### config.mk
export PLATFORM = sky130hd
export DESIGN_NAME = fwsp_ctrl
export DESIGN_NICKNAME = d
export VERILOG_FILES = /design/src/rtl/fwsp_pkg.sv /design/src/rtl/fwsp_ctrl.sv
export VERILOG_INCLUDE_DIRS = /design/src /design/src/rtl
export SDC_FILE = /design/constraint.sdc
export NUM_CORES = 1
export LEC_CHECK = 0
export ABC_AREA = 1
export BUFFER_PORTS_ARGS = -buffer_cell sky130_fd_sc_hd__buf_2
export CAP_MARGIN = 20
export CORE_MARGIN = 3
export CORE_UTILIZATION = 50
export DETAILED_ROUTE_END_ITERATION = 10
export GPL_TIMING_DRIVEN = 1
export PLACE_DENSITY = 0.77
export SYNTH_ARGS = -nofsm -noshare
export SYNTH_HDL_FRONTEND = slang
export SYNTH_SLANG_ARGS = --single-unit
### constraint.sdc
create_clock -name I_REF_CLK -period 1.7 [get_ports I_REF_CLK]
set_input_delay 0.085 -clock I_REF_CLK [delete_from_list [all_inputs] [get_ports I_REF_CLK]]
set_output_delay 0.085 -clock I_REF_CLK [all_outputs]
set_load 0.01 [all_outputs]
### src/rtl/fwsp_defs.svh
// Constants of the flash write-status controller
`ifndef FWSP_DEFS_SVH
`define FWSP_DEFS_SVH

// ==========================================================================
// Widths
`define FWSP_AW           19
`define FWSP_DW           16
`define FWSP_WB_AW        8

// ==========================================================================
// Timing
`define FWSP_CLK_NS       20
`define FWSP_T_RC_NS      70
`define FWSP_T_WP_NS      35
`define FWSP_T_WPH_NS     30
`define FWSP_T_OEH_NS     10
`define FWSP_CYC(ns)      (((ns) + `FWSP_CLK_NS - 1) / `FWSP_CLK_NS)
`define FWSP_RC_CYC       `FWSP_CYC(`FWSP_T_RC_NS)
`define FWSP_WP_CYC       `FWSP_CYC(`FWSP_T_WP_NS)
`define FWSP_WPH_CYC      `FWSP_CYC(`FWSP_T_WPH_NS)
`define FWSP_OEH_CYC      `FWSP_CYC(`FWSP_T_OEH_NS)

// ==========================================================================
// Register offsets
`define FWSP_REG_CMD      8'h00
`define FWSP_REG_ADDR     8'h04
`define FWSP_REG_WDATA    8'h08
`define FWSP_REG_RDATA    8'h0c
`define FWSP_REG_STATUS   8'h10

// ==========================================================================
// Command codes
`define FWSP_OP_WRITE     3'h1
`define FWSP_OP_READ      3'h2
`define FWSP_OP_POLL      3'h3
`define FWSP_OP_RESET     3'h4
`define FWSP_OP_SECT      3'h5
`define FWSP_FL_RESET_CMD 16'h00f0

// ==========================================================================
// Flash status bit positions
`define FWSP_B_POLL       7
`define FWSP_B_TOG1       6
`define FWSP_B_TMO        5
`define FWSP_B_WIN        3
`define FWSP_B_TOG2       2

`endif

### src/rtl/fwsp_pkg.sv
// Types of the flash write-status controller
`include "fwsp_defs.svh"

package fwsp_pkg;

   typedef enum logic [6:0]
   {
      FWSP_S_IDLE  = 7'h01,
      FWSP_S_WSET  = 7'h02,
      FWSP_S_WLOW  = 7'h04,
      FWSP_S_WHIGH = 7'h08,
      FWSP_S_RLOW  = 7'h10,
      FWSP_S_RHOLD = 7'h20,
      FWSP_S_NEXT  = 7'h40
   } fwsp_state_t;

   typedef struct packed
   {
      logic                 ce_n;
      logic                 we_n;
      logic                 oe_n;
      logic [`FWSP_AW-1:0]  addr;
      logic [`FWSP_DW-1:0]  dq;
      logic                 dq_oe;
   } fwsp_pins_t;

   typedef struct packed
   {
      logic ready;
      logic reject;
      logic fail;
      logic done;
      logic busy;
   } fwsp_stat_t;

endpackage : fwsp_pkg

### src/rtl/fwsp_ctrl.sv
// Host controller driving a parallel flash and polling its write status
//
// The register addresses and the Wishbone interface to the registers were decided locally.
`timescale 1ns/1ns
`include "fwsp_defs.svh"

// Contract
// Device sets timeout flag after pulse limit
// During timeout only polling and toggle work
// Host issues reset command after timeout
// Unerased program never raises timeout flag
// Program status: inverted data, toggling, busy
// Erase status: zero, both toggle, window high
// Timeout keeps toggling and busy low
// Host reads status at valid address
// Window flag low until sector timer ends
// Status valid right after erase command
// Window high: further commands ignored
// Window low: more sector commands accepted
// Host checks window before and after command; the code reads it before the write but sets reject from the read after it only
// Power-up enters array read mode
// Array changes only after full sequence
// Strobe glitches under 5ns ignored
// Writes inhibited unless strobes allow it
// Host writes with chip-select, write low, output high
// Polling bit complement until programmed
// Toggle bit inverts each read while busy
// Reset command clears timeout, returns ready
module fwsp_ctrl
(
   input  wire logic                    I_REF_CLK,
   input  wire logic                    I_RESETN,
   input  wire logic                    I_CE,
   input  wire logic                    I_WB_CYC,
   input  wire logic                    I_WB_STB,
   input  wire logic                    I_WB_WE,
   input  wire logic [`FWSP_WB_AW-1:0]  I_WB_ADR,
   input  wire logic [31:0]             I_WB_DAT,
   input  wire logic [3:0]              I_WB_SEL,
   output logic      [31:0]             O_WB_DAT,
   output logic                         O_WB_ACK,
   output fwsp_pkg::fwsp_pins_t         O_FLASH,
   input  wire logic [`FWSP_DW-1:0]     I_FL_DQ,
   input  wire logic                    I_READY_BUSY_N
);
   import fwsp_pkg::*;
   // ==========================================================================
   // Helpers
   function automatic logic fwsp_hit(input logic [`FWSP_WB_AW-1:0] a,
                                     input logic [`FWSP_WB_AW-1:0] off);
      fwsp_hit = (a == off);
   endfunction : fwsp_hit

   function automatic logic fwsp_is_wr(input logic [2:0] op, input logic [1:0] step);
      fwsp_is_wr = (op == `FWSP_OP_WRITE) || (op == `FWSP_OP_RESET) ||
                   ((op == `FWSP_OP_SECT) && (step == 2'h1));
   endfunction : fwsp_is_wr
   function automatic fwsp_pins_t fwsp_launch(input logic wr,
                                              input logic [`FWSP_AW-1:0] a,
                                              input logic [`FWSP_DW-1:0] d);
      fwsp_launch.ce_n  = 1'b0;
      fwsp_launch.we_n  = 1'b1;
      fwsp_launch.oe_n  = wr;
      fwsp_launch.addr  = a;
      fwsp_launch.dq    = d;
      fwsp_launch.dq_oe = wr;
   endfunction : fwsp_launch
   // ==========================================================================
   // Bus slave state
   logic                 ack_r,   ack_nxt;
   logic [31:0]          dat_r,   dat_nxt;
   logic [`FWSP_AW-1:0]  addr_r,  addr_nxt;
   logic [`FWSP_DW-1:0]  wdata_r, wdata_nxt;
   logic                 go_r,    go_nxt;
   logic [2:0]           gop_r,   gop_nxt;
   // Engine state
   fwsp_state_t          st_r,    st_nxt;
   fwsp_pins_t           pins_r,  pins_nxt;
   logic [2:0]           cnt_r,   cnt_nxt;
   logic [1:0]           step_r,  step_nxt;
   logic [2:0]           op_r,    op_nxt;
   logic [`FWSP_DW-1:0]  rdata_r, rdata_nxt;
   logic                 tog_r,   tog_nxt;
   fwsp_stat_t           stat_r,  stat_nxt;

   // ==========================================================================
   // Wishbone register access
   always_comb
   begin
      ack_nxt   = I_WB_CYC & I_WB_STB & ~ack_r;
      dat_nxt   = dat_r;
      addr_nxt  = addr_r;
      wdata_nxt = wdata_r;
      go_nxt    = 1'b0;
      gop_nxt   = gop_r;
      if (ack_nxt)
      begin
         dat_nxt = 32'h0;
         if (I_WB_WE)
         begin
            if (fwsp_hit(I_WB_ADR, `FWSP_REG_CMD) && I_WB_SEL[0] && !stat_r.busy && !go_r)
            begin
               go_nxt  = 1'b1;
               gop_nxt = I_WB_DAT[2:0];
            end
            if (fwsp_hit(I_WB_ADR, `FWSP_REG_ADDR))
            begin
               if (I_WB_SEL[0])
                  addr_nxt[7:0] = I_WB_DAT[7:0];
               if (I_WB_SEL[1])
                  addr_nxt[15:8] = I_WB_DAT[15:8];
               if (I_WB_SEL[2])
                  addr_nxt[`FWSP_AW-1:16] = I_WB_DAT[`FWSP_AW-1:16];
            end
            if (fwsp_hit(I_WB_ADR, `FWSP_REG_WDATA))
            begin
               if (I_WB_SEL[0])
                  wdata_nxt[7:0] = I_WB_DAT[7:0];
               if (I_WB_SEL[1])
                  wdata_nxt[15:8] = I_WB_DAT[15:8];
            end
         end
         else if (fwsp_hit(I_WB_ADR, `FWSP_REG_CMD))
            dat_nxt = {29'h0, op_r};
         else if (fwsp_hit(I_WB_ADR, `FWSP_REG_ADDR))
            dat_nxt = {{(32-`FWSP_AW){1'b0}}, addr_r};
         else if (fwsp_hit(I_WB_ADR, `FWSP_REG_WDATA))
            dat_nxt = {16'h0, wdata_r};
         else if (fwsp_hit(I_WB_ADR, `FWSP_REG_RDATA))
            dat_nxt = {16'h0, rdata_r};
         else if (fwsp_hit(I_WB_ADR, `FWSP_REG_STATUS))
            dat_nxt = {27'h0, stat_r};
      end
   end

   always_ff @(posedge I_REF_CLK)
   begin
      if (!I_RESETN)
      begin
         ack_r   <= 1'b0;
         dat_r   <= 32'h0;
         addr_r  <= '0;
         wdata_r <= '0;
         go_r    <= 1'b0;
         gop_r   <= 3'h0;
      end
      else if (I_CE)
      begin
         ack_r   <= ack_nxt;
         dat_r   <= dat_nxt;
         addr_r  <= addr_nxt;
         wdata_r <= wdata_nxt;
         go_r    <= go_nxt;
         gop_r   <= gop_nxt;
      end
   end

   // ==========================================================================
   // Flash cycle engine
   always_comb
   begin
      st_nxt       = st_r;
      pins_nxt     = pins_r;
      cnt_nxt      = cnt_r + 3'h1;
      step_nxt     = step_r;
      op_nxt       = op_r;
      rdata_nxt    = rdata_r;
      tog_nxt      = tog_r;
      stat_nxt     = stat_r;
      stat_nxt.ready = I_READY_BUSY_N;
      case (st_r)
         FWSP_S_IDLE:
         begin
            cnt_nxt = 3'h0;
            if (go_r)
            begin
               op_nxt        = gop_r;
               step_nxt      = 2'h0;
               stat_nxt.busy = 1'b1;
               stat_nxt.done = 1'b0;
               if (gop_r == `FWSP_OP_SECT)
                  stat_nxt.reject = 1'b0;
               // Reset command uses fixed data
               pins_nxt = fwsp_launch(fwsp_is_wr(gop_r, 2'h0), addr_r,
                             (gop_r == `FWSP_OP_RESET) ? `FWSP_FL_RESET_CMD : wdata_r);
               st_nxt   = fwsp_is_wr(gop_r, 2'h0) ? FWSP_S_WSET : FWSP_S_RLOW;
            end
         end
         FWSP_S_WSET:
         begin
            pins_nxt.we_n = 1'b0;
            cnt_nxt       = 3'h0;
            st_nxt        = FWSP_S_WLOW;
         end
         FWSP_S_WLOW:
            if (cnt_r == 3'(`FWSP_WP_CYC - 1))
            begin
               pins_nxt.we_n = 1'b1;
               cnt_nxt       = 3'h0;
               st_nxt        = FWSP_S_WHIGH;
            end
         FWSP_S_WHIGH:
            if (cnt_r == 3'(`FWSP_WPH_CYC - 1))
            begin
               pins_nxt.ce_n  = 1'b1;
               pins_nxt.dq_oe = 1'b0;
               st_nxt         = FWSP_S_NEXT;
            end
         FWSP_S_RLOW:
            if (cnt_r == 3'(`FWSP_RC_CYC - 1))
            begin
               rdata_nxt     = I_FL_DQ;
               pins_nxt.oe_n = 1'b1;
               pins_nxt.ce_n = 1'b1;
               cnt_nxt       = 3'h0;
               st_nxt        = FWSP_S_RHOLD;
            end
         FWSP_S_RHOLD:
            if (cnt_r == 3'(`FWSP_OEH_CYC - 1))
               st_nxt = FWSP_S_NEXT;
         FWSP_S_NEXT:
         begin
            cnt_nxt = 3'h0;
            st_nxt  = FWSP_S_IDLE;
            if (op_r == `FWSP_OP_POLL)
            begin
               st_nxt = FWSP_S_RLOW;
               if (!step_r[0])
               begin
                  tog_nxt  = rdata_r[`FWSP_B_TOG1];
                  step_nxt = step_r + 2'h1;
               end
               else if (rdata_r[`FWSP_B_TOG1] == tog_r)
                  st_nxt = FWSP_S_IDLE;
               else if (step_r == 2'h3)
               begin
                  stat_nxt.fail = 1'b1;
                  st_nxt        = FWSP_S_IDLE;
               end
               else
                  step_nxt = rdata_r[`FWSP_B_TMO] ? 2'h2 : 2'h0;
               if (st_nxt == FWSP_S_RLOW)
                  pins_nxt = fwsp_launch(1'b0, addr_r, wdata_r);
            end
            else if ((op_r == `FWSP_OP_SECT) && (step_r != 2'h2))
            begin
               step_nxt = step_r + 2'h1;
               pins_nxt = fwsp_launch(fwsp_is_wr(op_r, step_nxt), addr_r, wdata_r);
               st_nxt   = fwsp_is_wr(op_r, step_nxt) ? FWSP_S_WSET : FWSP_S_RLOW;
            end
            else if (op_r == `FWSP_OP_SECT)
               stat_nxt.reject = rdata_r[`FWSP_B_WIN];
            else if (op_r == `FWSP_OP_RESET)
               stat_nxt.fail = 1'b0;
            if (st_nxt == FWSP_S_IDLE)
            begin
               stat_nxt.busy = 1'b0;
               stat_nxt.done = 1'b1;
            end
         end
         default:
         begin
            pins_nxt = '{ce_n: 1'b1, we_n: 1'b1, oe_n: 1'b1, default: '0};
            st_nxt   = FWSP_S_IDLE;
         end
      endcase
   end

   always_ff @(posedge I_REF_CLK)
   begin
      if (!I_RESETN)
      begin
         st_r    <= FWSP_S_IDLE;
         pins_r  <= '{ce_n: 1'b1, we_n: 1'b1, oe_n: 1'b1, default: '0};
         cnt_r   <= 3'h0;
         step_r  <= 2'h0;
         op_r    <= 3'h0;
         rdata_r <= '0;
         tog_r   <= 1'b0;
         stat_r  <= '0;
      end
      else if (I_CE)
      begin
         st_r    <= st_nxt;
         pins_r  <= pins_nxt;
         cnt_r   <= cnt_nxt;
         step_r  <= step_nxt;
         op_r    <= op_nxt;
         rdata_r <= rdata_nxt;
         tog_r   <= tog_nxt;
         stat_r  <= stat_nxt;
      end
   end

   // ==========================================================================
   // Outputs
   assign O_WB_ACK = ack_r;
   assign O_WB_DAT = dat_r;
   assign O_FLASH  = pins_r;
endmodule : fwsp_ctrl

==> out/metrics.sh, run 1 <==
MUXSHAREOFSYNTHAREA=0
SETUP.WORST_PATH.CLASS='reg2reg'
CRIT_PATH_TOP_DELAY_CELL='sky130_fd_sc_hd__dfxtp_4'
HOLD_CLASS='in2reg'
MULTI_INPUT_COMB_AREA_UM2=3430
CLKLATENCYLATEPIN_NS=0.43
SHORTEST_PERIOD_THE_WORST_PATH_ALLOWS_NS=1.70
FINAL_SLEW_VIOL_COUNT=0
WORSTPATHREQUIRED_NS=1.99
TOTAL_SWITCHING_POWER_uW=5550
WIRELENGTH_MET1_UM=8980
CTS_BUFFER_DEPTH=2
DP.FINAL_HPWL_UM=13200
POWER.DENSITY_CELL_AREA_nW_PER_UM2=1600
START_KIND='register'
SYNTH-ADDER-AREA-SHARE=0.0153
MAXCAPVIOLATIONS=0
SWITCHING_SHARE=0.385
CTS_TREE='done'
CRIT_PATH_CELL_TRACE='inv_2, ha_2, inv_1, nand3_2, nand3_2, inv_2, nor2_4, buf_6, buf_16, nand3_1, nand2_1, nor2_1'
ANTENNA_VIOLATIONS_BEFORE_REPAIR=0
FLOORPLAN.INITIALDENSITY=0.515
NETLIST_TOP_CELLS_AREA='sky130_fd_sc_hd__dfxtp_1, sky130_fd_sc_hd__nand2_1, sky130_fd_sc_hd__a21oi_1'
SEQ_POWER_SHARE=0.288
CRIT_PATH_END_KIND='register'
SYN-INSTANCE-COUNT=979
CLKTRANSATPATHREGS_NS=0.06
WORST_EP_ARRIVAL_TIME_NS=2.00
AREA_ADDED_BETWEEN_SYNTHESIS_AND_FINISH_PCT=37.4
CRITPATHMAXFANOUT=13
MAXCLOCKFREQUENCY_MHz=588
CTS.ROOT.BUFFER_CELL='sky130_fd_sc_hd__clkbuf_16'
LAYOUT_COMMONEST_CELL='sky130_fd_sc_hd__nand2_1'
YOSYSTOPAREACELL='sky130_fd_sc_hd__dfxtp_1'
GRTUSAGETOTAL=0.256
DRT-INITIAL-DRC-COUNT=645
GRT_START_MAX_NET_PINS=66
DIE_Y_UM=120
ROUTE.MET3.WL_UM=1810
MAX-VDD-IR-DROP_uV=721
SYNTH.YOSYS.SEQ_AREA_SHARE=0.413
WL_PER_CELL_UM=15.0
POSTSYNTH.ASYNCRESETSHARE=0
LAYOUT-DRIVE-GT1-SHARE=0.241
ANTENNADIODECOUNT=0
ROUTE.ANTENNA.REMAINING_NETS=0
HIGHEST_LAYER='met4'
CTS-BUFFERS-INSERTED=17
SYNTHESIS.AREA_UM2=6550
SYNTH_SIMPLE_GATE_AREA_SHARE=0.308
GRT_PASS1_WL_UM=29700
DIE-WIDTH_UM=120
ROUTE.DETAILED.DRC=0
ROUTED_WL_UM=20300
GRT_SETUP_UNREPAIRED='true'
NETLIST.AREA_LEADER.SHARE=0.413
CTS_SINKS=135
SYN_AVG_CELL_AREA_UM2=6.69
ROUTE.MET2.WL_UM=8910
PERIOD_SHARE=1.00
TIMING.FINAL.WS_SETUP_NS=-0.000469
ROUTE.DETAILED.VIAS_PER_INST=5.23
POWER_REPORT.INTERNAL_TOTAL_uW=8850
SYNTHXORXNORAREAFRAC=0
PWR-SHARE-COMB=0.456
MOST_FREQUENTLY_USED_FLOP_MASTER_AFTER_SYNTHESIS='sky130_fd_sc_hd__dfxtp_1'
FAILED_CHECKS='negative setup slack'
REPORT.POWER.TOTAL_uW=14400
MAX_STAGE_DELAY_NS=0.36
IO_BUFFER_COUNT=111
ROUTE.VIAS.TOTAL=7091
FINALSETUPVIOLATIONS=1
UTILIZATION=0.707
FINALNETCOUNT=1246
FINAL_CELL_MIX='sky130_fd_sc_hd__nand2_1, sky130_fd_sc_hd__dfxtp_1, sky130_fd_sc_hd__nor2_1'
SYNTH_ENABLE_FLOP_CELLS=0
SYNTH_COMPOUND_GATE_AREA_SHARE=0.153
FRACTION_OF_POWER_CONSUMED_BY_THE_CLOCK_NETWORK=0.256
NFILLCELLS=1012
GRT_PASS1_VIAS=5972
P_LEAK_uW=0.00411
OUTCOME='finished, violations left'
SYNTHESIS_STAGE_REGISTER_BIT_COUNT=135
CTSHTREEMAXLEVEL=4
FF_LATCH_AREA_UM2=2720
FP.DIEAREA_UM2=14500
PLACEABLECOREAREA_UM2=12700
TIMING.FINAL.HOLD_VIOLATIONS=0
FINCLKSKEW_NS=0.00756
SYNTH_WARNINGS=0
CPLARGESTDELAYFAMILY='simple AND/OR/NAND/NOR gates'
CRITICAL_PATH.N_BUFFERS_INVERTERS=5
IO-PIN-COUNT=139
FIRSTDRTPASSITERS=5
GP_CONGESTION=0.912
GR-TOTAL-OVERFLOW=0
ROW_COUNT=41
POST_PLACE_WORST_SLACK_NS=-0.0312
DOMINANT_COMBINATIONAL_CELL_FAMILY_BY_AREA_AFTER_SYNTHESIS='simple AND/OR/NAND/NOR gates'
YOSYSUNIQUECELLTYPES=29
==> Yosys cell counts, drive strengths merged, types with 5 or more instances <==
cell	n
a21oi	108
buf	31
clkbuf	20
dfxtp	135
ha	8
inv	116
nand2	218
nand3	77
nand3b	10
nand4	8
nor2	153
o211ai	5
o21ai	83
==> flip-flops by register name, summed over array words and instances, names as in the netlist <==
register	flops
stat_r	5
O_WB_ACK	1
st_r	7
cnt_r	3
O_FLASH	39
tog_r	1
O_WB_DAT	19
op_r	3
rdata_r	16
wdata_r	16
addr_r	19
gop_r	3
step_r	2
go_r	1
==> metal layers <==
metal | global-route usage | up-vias
met5 | 0 | -
met4 | 0.0907 | 0
met3 | 0.0557 | 58
met2 | 0.369 | 373
met1 | 0.378 | 3164
li1 | - | 3496
==> worst register-to-register path, delay by kind of cell (launching register included) <==
kind          cells  cell delay [ns]
fa+ha+maj         1             0.18
buf+inv           5             0.43
flops             1             0.36
simple gates      6             0.62
==> cells by family (layout without fill, tap and decap cells) <==
| kind of cell | Yosys count | count (layout) |
|---|---|---|
| AO/OA/AOI/OAI | 197 | 197 |
| AND/OR/NAND/NOR | 471 | 473 |
| flip-flops | 135 | 135 |
| other | 1 | 13 |
| buffers and inverters | 167 | 357 |
| adder cells (fa/ha/maj) | 8 | 8 |
==> worst paths after layout <==
path | from | to | depth (start not counted) | slack, ns
worst max-delay path | step_r[0] | O_FLASH[23] | 12 | -0.0005
worst max register to register | step_r[0] | O_FLASH[23] | 12 | -0.0005
worst min-delay path | I_WB_DAT[0] | gop_r[0] | 3 | 0.007
worst min register to register | rdata_r[2] | rdata_r[2] | 2 | 0.45
==> power by group through the flow <==
stage	clock network (uW)	registers, uW	logic (uW)
global route	3870	4200	7160
floorplan	0	4340	3100
detailed placement	0	4140	5080
finish	3690	4140	6560
global placement	0	4120	5010
CTS	3710	4080	5460
==> repair_timing <==
item                                    4_1_cts  5_1_grt
hold buffers                                 33        0
gates resized for setup                       5       86
cloned                                        1        8
hold endpoints to repair                     43        0
pin swaps                                     1       26
buffers inserted                              2       10
endpoints found under the setup margin       40      100
==> layout make-up <==
cell class | instances | area share
Sequential cell | 135 | 0.302
Tap cell | 172 | 0.0239
Clock buffer | 22 | 0.0527
Clock inverter | 9 | 0.0128
Multi-Input combinational cell | 691 | 0.381
Inverter | 116 | 0.0502
Timing Repair Buffer | 210 | 0.177
==> metrics by stage <==
stage          cell area, um^2   TNS (ns)  hold WS, ns  cells
2_1_floorplan             6590          0        0.220    991
3_3_place_gp              7520          0        0.307   1271
3_5_place_dp              7520     -0.201        0.312   1271
4_1_cts                   8510    -0.0810      0.00299   1338
5_1_grt                   8990      -1.54       0.0180   1355
6_report                  8990  -0.000469      0.00681   1355
Power figures use the tool's default switching activity.
==> inputs of run 2 (changes only) <==
--- a/config.mk
+++ b/config.mk
@@ -6,14 +6,13 @@
 export SDC_FILE = /design/constraint.sdc
 export NUM_CORES = 1
 export LEC_CHECK = 0
-export ABC_AREA = 1
 export BUFFER_PORTS_ARGS = -buffer_cell sky130_fd_sc_hd__buf_2
 export CAP_MARGIN = 20
 export CORE_MARGIN = 3
-export CORE_UTILIZATION = 50
+export CORE_UTILIZATION = 49
 export DETAILED_ROUTE_END_ITERATION = 10
 export GPL_TIMING_DRIVEN = 1
-export PLACE_DENSITY = 0.77
+export PLACE_DENSITY = 0.76
 export SYNTH_ARGS = -nofsm -noshare
 export SYNTH_HDL_FRONTEND = slang
 export SYNTH_SLANG_ARGS = --single-unit
==> run 2 against run 1 <==
Compared with the run above:
- the run still ends with negative setup slack left
- synthesized area is 3.5% lower
- fmax is 10% lower
- die area shrank 1.5%
- via count is 11% lower
- clock-buffer cell count is 4 lower
- power is 43% lower
- utilization increased by 3.7 points
- sequential share of layout area shrank 0.38 points
- first-iteration DRC count down 21%
- worst setup slack worse by 0.20 ns
- largest power group is now clock
==> out/metrics.sh, run 2 <==
CTS.ROOT.BUFFER_CELL='sky130_fd_sc_hd__clkbuf_16'
NFILLCELLS=841
RR_STARTPOINT='cnt_r[1]'
GRTUSAGETOTAL=0.293
LAYOUT-DRIVE-GT1-SHARE=0.357
WL_PER_CELL_UM=19.7
DOMINANT_COMBINATIONAL_CELL_FAMILY_BY_AREA_AFTER_SYNTHESIS='simple AND/OR/NAND/NOR gates'
WORSTPATHREQUIRED_NS=2.05
SYNTH_WARNINGS=0
HOLD_CLASS='in2reg'
FINAL_CELL_MIX='sky130_fd_sc_hd__dfxtp_1, sky130_fd_sc_hd__buf_2, sky130_fd_sc_hd__nor2_1'
SYNTHXORXNORAREAFRAC=0.00555
ROW_COUNT=40
SYNTH_COMPOUND_GATE_AREA_SHARE=0.156
POSTSYNTH.ASYNCRESETSHARE=0
P_LEAK_uW=0.00387
MAX_FFS_PER_REGISTER=39
FAILED_CHECKS='negative setup slack'
CLKLATENCYLATEPIN_NS=0.43
ANTENNA_VIOLATIONS_BEFORE_REPAIR=0
WORST_EP_ARRIVAL_TIME_NS=2.25
FINALSETUPVIOLATIONS=62
SYN_AVG_CELL_AREA_UM2=9.09
IO-PIN-COUNT=139
YOSYSTOPAREACELL='sky130_fd_sc_hd__dfxtp_1'
ROUTED_WL_UM=21500
START_KIND='register'
ROUTE.ANTENNA.REMAINING_NETS=0
PLACEABLECOREAREA_UM2=12300
CRITPATHLAUNCH='cnt_r[1]'
POSTLAYOUTCELLAREA_UM2=9170
DRT-INITIAL-DRC-COUNT=509
SHORTEST_PERIOD_THE_WORST_PATH_ALLOWS_NS=1.90
MAXCLOCKFREQUENCY_MHz=526
OUTCOME='finished, violations left'
SYNTH_SIMPLE_GATE_AREA_SHARE=0.197
WORST-SLEW-PIN-TRANSITION_NS=0.587
GRT_SETUP_UNREPAIRED='true'
GRT_START_MAX_NET_PINS=83
CRIT_PATH_END='st_r[3]'
POWER.DENSITY_CELL_AREA_nW_PER_UM2=894
DIE_Y_UM=120
LAYOUT_COMMONEST_CELL='sky130_fd_sc_hd__dfxtp_1'
NETLIST_TOP_CELLS_AREA='sky130_fd_sc_hd__dfxtp_1, sky130_fd_sc_hd__mux2i_1, sky130_fd_sc_hd__nor2_1'
YOSYS.CELL_COUNT.TOP_TYPE='sky130_fd_sc_hd__dfxtp_1'
SYNTH_ENABLE_FLOP_CELLS=0
MUXSHAREOFSYNTHAREA=0.134
MAXSLEWHEADROOM=0.609
FINAL_SLEW_VIOL_COUNT=0
MOST_FREQUENTLY_USED_FLOP_MASTER_AFTER_SYNTHESIS='sky130_fd_sc_hd__dfxtp_1'
YOSYSUNIQUECELLTYPES=70
SYN-INSTANCE-COUNT=695
FINALNETCOUNT=989
CLKTRANSATPATHREGS_NS=0.06
REPORT.POWER.TOTAL_uW=8190
TIMING.FINAL.HOLD_VIOLATIONS=0
MAXCAPVIOLATIONS=0
CRIT_PATH_END_KIND='register'
WORST_R2R_ENDPOINT='st_r[3]'
FLOORPLAN.INITIALDENSITY=0.513
GRT_PASS1_WL_UM=33000
FIRSTDRTPASSITERS=7
R2R_CELLS=9
TIMING.FINAL.WS_SETUP_NS=-0.200
CTS-BUFFERS-INSERTED=17
SYNTH.TOP_CELLS.BY_COUNT='sky130_fd_sc_hd__dfxtp_1, sky130_fd_sc_hd__nor2_1, sky130_fd_sc_hd__mux2i_1, sky130_fd_sc_hd__nand2_1, sky130_fd_sc_hd__o21ai_0'
SYNTHESIS_STAGE_REGISTER_BIT_COUNT=135
ROUTE.DETAILED.VIAS_PER_INST=5.77
FP.DIEAREA_UM2=14300
SYNTH-ADDER-AREA-SHARE=0.0159
CRITPATHMAXFANOUT=4
POST_PLACE_WORST_SLACK_NS=-0.307
SYNTHESIS.AREA_UM2=6310
WORST-R2R-SETUP-SLACK_NS=-0.20
CTS_TREE='done'
ANTENNADIODECOUNT=0
CTS_SINKS=135
DIE-WIDTH_UM=120
MAX-VDD-IR-DROP_uV=647
DP.FINAL_HPWL_UM=13900
GP_CONGESTION=0.900
CTS_BUFFER_DEPTH=2
FINCLKSKEW_NS=0.00927
AREA_ADDED_BETWEEN_SYNTHESIS_AND_FINISH_PCT=45.1
PERIOD_SHARE=1.12
GRT_PASS1_VIAS=6191
ROUTE.DETAILED.DRC=0
POSTPLACECELLAREA_UM2=7550
SYNTH.YOSYS.SEQ_AREA_SHARE=0.428
GR-TOTAL-OVERFLOW=0
NETLIST.AREA_LEADER.SHARE=0.428
CTSHTREEMAXLEVEL=4
SETUP.WORST_PATH.CLASS='reg2reg'
ROUTE.VIAS.TOTAL=6303
IO_BUFFER_COUNT=111
run 2: cell count changes in the layout (fill, tap and decap cells not counted), moves of 10 or more:
cell	before	now
sky130_fd_sc_hd__a21oi_1	107	20
sky130_fd_sc_hd__a22oi_1	0	28
sky130_fd_sc_hd__buf_4	47	80
sky130_fd_sc_hd__inv_1	105	8
sky130_fd_sc_hd__mux2i_1	0	80
sky130_fd_sc_hd__nand2_1	201	45
sky130_fd_sc_hd__nand2_2	10	0
sky130_fd_sc_hd__nand3_1	67	29
sky130_fd_sc_hd__nor2_1	127	81
sky130_fd_sc_hd__nor2_4	15	1
sky130_fd_sc_hd__o21ai_0	73	23
run 2: layout make-up:
cell class	instances	area [um^2]	area share
clock buffer	18	429	0.0468
timing repair buffer	251	1900	0.208
clock inverter	12	201	0.0220
tap	168	210	0.0229
multi-input combinational	498	3640	0.398
inverter	11	43.8	0.00478
sequential	135	2730	0.298
run 2: through the flow:
stage	util	hold WS [ns]	std cells	TNS, ns
3_5_place_dp	0.613	0.328	1009	-18.03
4_1_cts	0.721	0.0172	1087	-5.52
2_1_floorplan	-	0.229	707	-3.20
3_3_place_gp	0.613	0.320	1009	-14.82
6_report	0.744	0.0324	1093	-5.54
5_1_grt	0.744	0.0335	1093	-9.53
run 2: where the power goes:
group / switching (uW) / internal [uW] / leakage (uW)
logic: 499 / 441 / 0.00248
registers: 29.5 / 3190 / 0.00110
clock network: 1450 / 2590 / 0.000303
total: 1980 / 6220 / 0.00387
run 2: how the worst min path moves through the flow:
stage           startpoint     endpoint  cells past startpoint
6_report          I_RESETN    step_r[0]                      2
5_1_grt           I_RESETN    step_r[0]                      2
4_1_cts           I_RESETN    step_r[0]                      2
3_5_place_dp   I_FL_DQ[15]  rdata_r[15]                      3
3_3_place_gp    I_FL_DQ[9]   rdata_r[9]                      3
2_1_floorplan  I_WB_DAT[0]    addr_r[0]                      2
run 2: kinds of logic after synthesis:
| kind of cell | after synthesis |
|---|---|
| other | 1 |
| xor gates and xnor gates | 4 |
| DFF | 135 |
| buffers and inverters | 74 |
| and+or+nand+nor | 243 |
| adders and majority gates | 8 |
| muxes | 84 |
| AOI/OAI and AO/OA | 146 |
run 2: timing repair:
action	CTS	global route
gates cloned	4	3
buffers inserted	10	6
pin swaps	13	25
endpoints found under the hold margin	54	0
endpoints found under the setup margin	85	98
hold buffers	36	0
gates resized for setup	64	62
run 2: worst max-delay path: stages, from the launching register on:
cell and delay (ns):
sky130_fd_sc_hd__dfxtp_4 0.37, sky130_fd_sc_hd__inv_4 0.07, sky130_fd_sc_hd__buf_4 0.09, sky130_fd_sc_hd__ha_1 0.12
sky130_fd_sc_hd__nand2b_1 0.06, sky130_fd_sc_hd__a21oi_2 0.23, sky130_fd_sc_hd__o21ai_4 0.12, sky130_fd_sc_hd__buf_6 0.14
sky130_fd_sc_hd__or4_4 0.47, sky130_fd_sc_hd__a21oi_2 0.14
run 2: metal layers:
| layer | up-vias | wire [um] | global-route usage |
|---|---|---|---|
| li1 | 2918 | - | - |
| met1 | 3031 | 9200 | 0.379 |
| met2 | 302 | 10100 | 0.470 |
| met3 | 52 | 1610 | 0.0669 |
| met4 | 0 | 596 | 0.125 |
| met5 | - | 0 | 0 |
